File: config.mk
export PLATFORM = sky130hd
export DESIGN_NAME = spisf_status_flags
export DESIGN_NICKNAME = d
export VERILOG_FILES = /design/src/rtl/spisf_status_flags.v
export VERILOG_INCLUDE_DIRS = /design/src /design/src/pkg
export SDC_FILE = /design/constraint.sdc
export NUM_CORES = 1
export LEC_CHECK = 0
export BUFFER_PORTS_ARGS = -buffer_cell sky130_fd_sc_hd__buf_2
export CAP_MARGIN = 20
export CORE_AREA = 2 2 39 41
export CTS_BUF_LIST = sky130_fd_sc_hd__clkbuf_4 sky130_fd_sc_hd__clkbuf_8
export DETAILED_ROUTE_END_ITERATION = 10
export DIE_AREA = 0 0 41 43
export GPL_ROUTABILITY_DRIVEN = 0
export PLACE_DENSITY = 0.89
export SETUP_SLACK_MARGIN = 0.02
export SLEW_MARGIN = 20
export SYNTH_ARGS = -nofsm -noshare
export SYNTH_HDL_FRONTEND = slang
export SYNTH_SLANG_ARGS = --single-unit
File: constraint.sdc
create_clock -name mclk_i -period 3.1 [get_ports mclk_i]
set_input_delay 0.62 -clock mclk_i [delete_from_list [all_inputs] [get_ports mclk_i]]
set_output_delay 0.62 -clock mclk_i [all_outputs]
set_load 0.01 [all_outputs]
File: src/pkg/spisf_defines.vh
/*
  Offsets, field positions and reset values of the SPI status flag block.
  Assumes inclusion by its bare name from rtl/.
*/
`ifndef SPISF_DEFINES_VH
`define SPISF_DEFINES_VH

`define SPISF_STATUS_ADDR 8'hd3
`define SPISF_STATUS_RST 8'h02
`define SPISF_BUSY_BIT 4
`define SPISF_TX_END_BIT 3
`define SPISF_RX_OVR_BIT 2
`define SPISF_TX_EMPTY_BIT 1
`define SPISF_RX_FULL_BIT 0
`define SPISF_IRQ_EN_W 4
`define SPISF_FLAG_RST 1'h0
`define SPISF_TX_EMPTY_RST 1'h1

`endif

File: src/rtl/spisf_status_flags.v
/*
  Status and interrupt-source flag logic of a master-only SPI controller.
  Assumes the shift engine, divider and control registers share mclk_i and
  deliver one-cycle strobes; the SFR port is a synchronous read/write port.
*/
`timescale 1ns/1ps
`include "spisf_defines.vh"

// Event-set flag with its own clear strobe
module spisf_flag_cell #(
  // Value taken in reset
  parameter RESET_VAL = 1'h0
) (
  // Clock and reset
  input wire mclk_i,
  input wire rst_n_i,
  // Set and clear strobes
  input wire set_i,
  input wire clr_i,
  // Flag state
  output wire flag_o,
  output wire flag_next_o
);

  reg flag_reg;
  reg flag_next;

  // Set placed last so an event in the clear cycle survives
  always @* begin
    flag_next = flag_reg;
    if (clr_i) begin
      flag_next = 1'b0;
    end
    if (set_i) begin
      flag_next = 1'b1;
    end
  end

  always @(posedge mclk_i) begin
    if (!rst_n_i) begin
      flag_reg <= RESET_VAL;
    end else begin
      flag_reg <= flag_next;
    end
  end

  assign flag_o = flag_reg;
  assign flag_next_o = flag_next;

endmodule // spisf_flag_cell

module spisf_status_flags (
  // Clock and reset
  input wire mclk_i,
  input wire rst_n_i,
  // SFR port
  input wire [7:0] sfr_addr_i,
  input wire sfr_rd_i,
  input wire sfr_wr_i,
  output reg [7:0] sfr_rdata_o,
  // Second control register interrupt enables
  input wire [`SPISF_IRQ_EN_W-1:0] irq_enable_i,
  // Shift engine strobes
  input wire xfer_start_i,
  input wire xfer_done_i,
  input wire rx_overrun_i,
  input wire tx_load_i,
  input wire rx_store_i,
  // Holding register accesses
  input wire tx_hold_wr_i,
  input wire rx_hold_rd_i,
  // Status and interrupt
  output reg busy_o,
  output reg [7:0] spi_status_o,
  output reg irq_o
);

  // Busy bit state
  reg busy_reg;
  reg busy_next;

  // Status, read path and request
  reg [7:0] status_next;
  reg [7:0] rdata_next;
  reg [3:0] irq_source;
  reg irq_next;
  wire status_rd;

  // Flag cells
  wire tx_end_source_flag;
  wire tx_end_source_flag_next;
  wire rx_overrun_source_flag;
  wire rx_overrun_source_flag_next;
  wire tx_empty_source_flag;
  wire tx_empty_source_flag_next;
  wire rx_full_source_flag;
  wire rx_full_source_flag_next;

  // Writes to the status address are decoded nowhere: read-only register
  assign status_rd = sfr_rd_i && (sfr_addr_i == `SPISF_STATUS_ADDR);

  // Transmission end, cleared by a status read
  spisf_flag_cell #(
    .RESET_VAL(`SPISF_FLAG_RST)
  ) u_tx_end_flag (
    .mclk_i(mclk_i),
    .rst_n_i(rst_n_i),
    .set_i(xfer_done_i),
    .clr_i(status_rd),
    .flag_o(tx_end_source_flag),
    .flag_next_o(tx_end_source_flag_next)
  );

  // Receive overrun, cleared by a status read
  spisf_flag_cell #(
    .RESET_VAL(`SPISF_FLAG_RST)
  ) u_rx_overrun_flag (
    .mclk_i(mclk_i),
    .rst_n_i(rst_n_i),
    .set_i(rx_overrun_i),
    .clr_i(status_rd),
    .flag_o(rx_overrun_source_flag),
    .flag_next_o(rx_overrun_source_flag_next)
  );

  // Transmit holding empty; a status read leaves it alone
  spisf_flag_cell #(
    .RESET_VAL(`SPISF_TX_EMPTY_RST)
  ) u_tx_empty_flag (
    .mclk_i(mclk_i),
    .rst_n_i(rst_n_i),
    .set_i(tx_load_i),
    .clr_i(tx_hold_wr_i),
    .flag_o(tx_empty_source_flag),
    .flag_next_o(tx_empty_source_flag_next)
  );

  // Receive holding full; a status read leaves it alone
  spisf_flag_cell #(
    .RESET_VAL(`SPISF_FLAG_RST)
  ) u_rx_full_flag (
    .mclk_i(mclk_i),
    .rst_n_i(rst_n_i),
    .set_i(rx_store_i),
    .clr_i(rx_hold_rd_i),
    .flag_o(rx_full_source_flag),
    .flag_next_o(rx_full_source_flag_next)
  );

  // Start placed last: a new byte in the done cycle keeps busy high
  always @* begin
    busy_next = busy_reg;
    if (xfer_done_i) begin
      busy_next = 1'b0;
    end
    if (xfer_start_i) begin
      busy_next = 1'b1;
    end
  end

  always @(posedge mclk_i) begin
    if (!rst_n_i) begin
      busy_reg <= 1'b0;
    end else begin
      busy_reg <= busy_next;
    end
  end

  // Reserved bits stay zero whatever is written
  always @* begin
    status_next = 8'h00;
    status_next[`SPISF_BUSY_BIT] = busy_next;
    status_next[`SPISF_TX_END_BIT] = tx_end_source_flag_next;
    status_next[`SPISF_RX_OVR_BIT] = rx_overrun_source_flag_next;
    status_next[`SPISF_TX_EMPTY_BIT] = tx_empty_source_flag_next;
    status_next[`SPISF_RX_FULL_BIT] = rx_full_source_flag_next;
  end

  // One level request for all sources; software reads status for the cause
  always @* begin
    irq_source = status_next[`SPISF_TX_END_BIT:`SPISF_RX_FULL_BIT] & irq_enable_i;
    irq_next = |irq_source;
  end

  // Read data shows the value before the read-clear takes effect
  always @* begin
    rdata_next = 8'h00;
    if (status_rd) begin
      rdata_next = spi_status_o;
    end
  end

  // Outputs registered so every pin comes straight from a flop
  always @(posedge mclk_i) begin
    if (!rst_n_i) begin
      busy_o <= 1'b0;
      spi_status_o <= `SPISF_STATUS_RST;
      sfr_rdata_o <= 8'h00;
      irq_o <= 1'b0;
    end else begin
      busy_o <= busy_next;
      spi_status_o <= status_next;
      sfr_rdata_o <= rdata_next;
      irq_o <= irq_next;
    end
  end

endmodule // spisf_status_flags

* Yosys cells after proc, flatten, opt, wreduce, memory -nomap -nowiden
Cells that the tools add are included.
Cells by class: equality and inequality tests 1, bitwise gates (word level) 1, reductions and logical operators 3, multiplexer cells 10
Operator list (count):
- 2-to-1 mux 1 bit | 10
- == test 8 bit, second input constant | 1
- bitwise AND 4 bit | 1
- OR reduction 4 bit | 1
- AND reduction 2 bit | 1
- logical AND 1 bit | 1
Storage, ports and cells: register bits 22, bits of input ports 23, logic and storage cells 24, output and inout port bits 18

* Depth between registers and ports, before layout
depth in word-level cells 6, depth in mapped cells 4, mapped depth without buffers 4

* By module
A second synthesis with hierarchy kept.
Unflattened totals: cell total of the unflattened synthesis 60, area total of the unflattened synthesis 685.7 um^2
Modules (own cells, without submodules):
- spisf_status_flags | times used 1, area each 489.2 um^2, seq. area each 220.2 um^2, cells each 44
- spisf_flag_cell at u_rx_full_flag ... | times used 3, area each 47.5 um^2, seq. area each 20.0 um^2, cells each 4
- spisf_flag_cell at u_tx_empty_flag | times used 1, area each 53.8 um^2, seq. area each 20.0 um^2, cells each 4

* Worst setup path before layout
OpenSTA, ideal clock, no wires.
kind input -> register, start point input sfr_addr_i[5], end point register irq_o, path buffers 0, stages 4, path slack 1.605 ns, arrival time 1.381 ns, cell sequence nand4b_4 -> nor4_4 -> a22oi_2 -> o21a_1
Between the ends: cells in the longest elaborated chain, start to end 6
Ends and longest elaborated chain:
- start, declared | RTL line spisf_status_flags.v:57 | input wire [7:0] sfr_addr_i,
- == test 8 bit (no line) *
- logical AND 1 bit * | RTL line spisf_status_flags.v:100 | assign status_rd = sfr_rd_i && (sfr_addr_i == `SPISF_STATUS_ADDR);
- 2-to-1 mux 1 bit | RTL line spisf_status_flags.v:31 | if (clr_i) begin
- 2-to-1 mux 1 bit | RTL line spisf_status_flags.v:34 | if (set_i) begin
- bitwise AND 4 bit * | RTL line spisf_status_flags.v:181 | irq_source = status_next[`SPISF_TX_END_BIT:`SPISF_RX_FULL_BIT] & irq_enable_i;
- OR reduction 4 bit * | RTL line spisf_status_flags.v:182 | irq_next = |irq_source;
- end signal, assigned | RTL line spisf_status_flags.v:204 | irq_o <= irq_next;
- end, declared | RTL line spisf_status_flags.v:75 | output reg irq_o
Mark *: on every way between the ends. The rest lies on a longest branch, timed or not. A chain may end at the register's enable or synchronous reset.

* Worst setup path after layout
Same ends and word-level chain as after synthesis.

==> flow_metrics.env <==
export IMPL_synth_seq_cells=11
export IMPL_setup_worst_path_start="sfr_addr_i[5]"
export IMPL_period_share_pct=46.3
export IMPL_synth_area_leaders="dfxtp_1 42%, buf_4 16%, and3_2 7.2%"
export IMPL_crit_type="in -> reg"
export IMPL_max_freq_ghz=0.697
export IMPL_synth_area_leader_cell="dfxtp_1"
export IMPL_routed_via_density=4.48
export IMPL_report_final_slew_viol_count=0
export IMPL_async_reset_ff_share_pct=0
export IMPL_clock_latency_ns=0.25
export IMPL_drc=0
export IMPL_grt_usage_pct=11.7
export IMPL_ys_seq_area_share_pct=42.3
export IMPL_crit_fanout=8
export IMPL_antenna_found_initial=0
export IMPL_num_io_pins=41
export IMPL_clkTransAtPathRegs_ns=0.06
export IMPL_hold_violations=0
export IMPL_setup_viol=0
export IMPL_synthCells=55
export IMPL_grt_max_degree=14
export IMPL_hold_path_startpoint="spi_status_o[2]"
export IMPL_cts_htree_levels=1
export IMPL_cts_hold_fix_buffers=0
export IMPL_ctsRootBufferMaster="clkbuf_4"
export IMPL_drive_gt1_share_pct=52.9
export IMPL_syn_area_um2=520
export IMPL_nFillCells=149
export IMPL_firstDrtPassIters=4
export IMPL_post_cts_resized=0
export IMPL_worstSetupEndpointType="flop"
export IMPL_diodes=0
export IMPL_dp_cells=97
export IMPL_wl_um=937
export IMPL_fin_nets=109
export IMPL_grt_pass1_vias=369
export IMPL_status="completed"
export IMPL_fp_coreArea_um2=1380
export IMPL_rows=14
export IMPL_fin_skew_ns=0.00221
export IMPL_synth_edff_count=0
export IMPL_post_cts_buffers=0
export IMPL_rsz0062_at_grt="no"
export IMPL_cts_tree="built"
export IMPL_port_buffers=33
export IMPL_yosysTopAreaCellShare_pct=42.3
export IMPL_numClockSinks=11
export IMPL_synth_main_ff_cell="dfxtp_1"
export IMPL_cellPowerDensity_nw_per_um2=441
export IMPL_hold_class="reg -> reg"
export IMPL_initial_core_util_pct=37.6
export IMPL_drt_iter0_drc=5
export IMPL_die_x_um=41
export IMPL_reg2reg_from="spi_status_o[0]"
export IMPL_vias=452
export IMPL_cp_data_required_time_ns=3.25
export IMPL_cts_buffers=3
export IMPL_final_seq_area_um2=220
export IMPL_synth_commonest_cells="11 x buf_4, 11 x dfxtp_1, 9 x nand2_1"
export IMPL_final_cells=101
export IMPL_dieHeight_um=43
export IMPL_dieArea_um2=1760
export IMPL_yosys_warnings=0
export IMPL_cts_path_max_buffers=2
export IMPL_cap_violations=0
export IMPL_avgSynthCellArea_um2=9.46
export IMPL_p_leak_nw=0.364
export IMPL_cp_start_kind="input port"
export IMPL_vdd_drop_max_mv=0.141
export IMPL_ant_nets=0
export IMPL_fin_tns_setup_ns=0
export IMPL_grt_pass1_wl_mm=1.35
export IMPL_arrival_ns=1.59
export IMPL_syn_to_final_growth_pct=28.4
export IMPL_avgRoutedWirePerCell_um=9.28
export IMPL_multi_input_comb_area_um2=233
export IMPL_yosys_cell_types_count=15
export IMPL_fin_crit_ns=1.44
export IMPL_grt_overflow_total=0
==> critical path: stages <==
cell	delay, ns
buf_2	0.09
nand4b_4	0.16
nor4_4	0.39
a22oi_2	0.14
o21a_1	0.18
==> where the power goes <==
group          total, mW  switching [mW]  internal [mW]
Sequential         0.151         0.00372          0.147
Combinational     0.0443          0.0228         0.0215
Clock             0.0994          0.0411         0.0583
Total              0.295          0.0676          0.227
==> flip-flops by register name (all words and copies together), names as in the netlist <==
name	count
spi_status_o	4
sfr_rdata_o	5
irq_o	1
busy_o	1
==> placed cells by master, fill, tap and decap left out <==
cell	n
a22oi_2	1
and3_2	5
buf_2	33
clkbuf_4	4
conb_1	6
dfxtp_1	11
nand2_1	9
nand2b_1	1
nand3_1	1
nand4b_4	1
nor2_1	1
nor2b_1	3
nor4_4	1
o21a_1	3
o21ai_0	5
==> kinds of logic (layout without fill, tap and decap cells) <==
kind of cell | count (synthesis) | in the layout | synth area share [%]
AO/OA/AOI/OAI | 9 | 9 | 11.5
buffers and inverters | 12 | 37 | 16.6
flip-flops | 11 | 11 | 42.3
other | 1 | 6 | 0.720
AND/OR/NAND/NOR | 22 | 22 | 28.8
==> final timing paths <==
kind,slack (ns),endpoint,cells after the start
max reg2reg,2.08,irq_o,4
min reg2reg,0.49,spi_status_o[2],2
max,1.66,irq_o,5
min,0.49,spi_status_o[2],2
==> per-layer routing <==
layer,global-route usage (%),share of wire (%)
met1,9.03,31
met2,22.8,58
met3,1.57,9.6
met4,8.00,1.3
met5,0,0
==> through the flow <==
step / util [%] / hold WS (ns) / cell area [um^2] / power, mW / setup WS, ns
floorplan: - / 0.455 / 539 / 0.187 / 1.60
global placement: 46.1 / 0.465 / 638 / 0.198 / 1.39
detailed placement: 46.1 / 0.476 / 638 / 0.199 / 1.38
CTS: 48.3 / 0.485 / 668 / 0.300 / 1.67
global route: 48.3 / 0.516 / 668 / 0.311 / 1.57
finish: 48.3 / 0.485 / 668 / 0.295 / 1.66
==> final cells by class <==
type                    count  area share, %
clock buffers               4           4.49
multi-input cells          37           34.8
flip-flops and latches     11           33.0
well taps                  16           3.00
repair buffers             33           24.7
No activity file was read; power rests on OpenSTA's default activity.
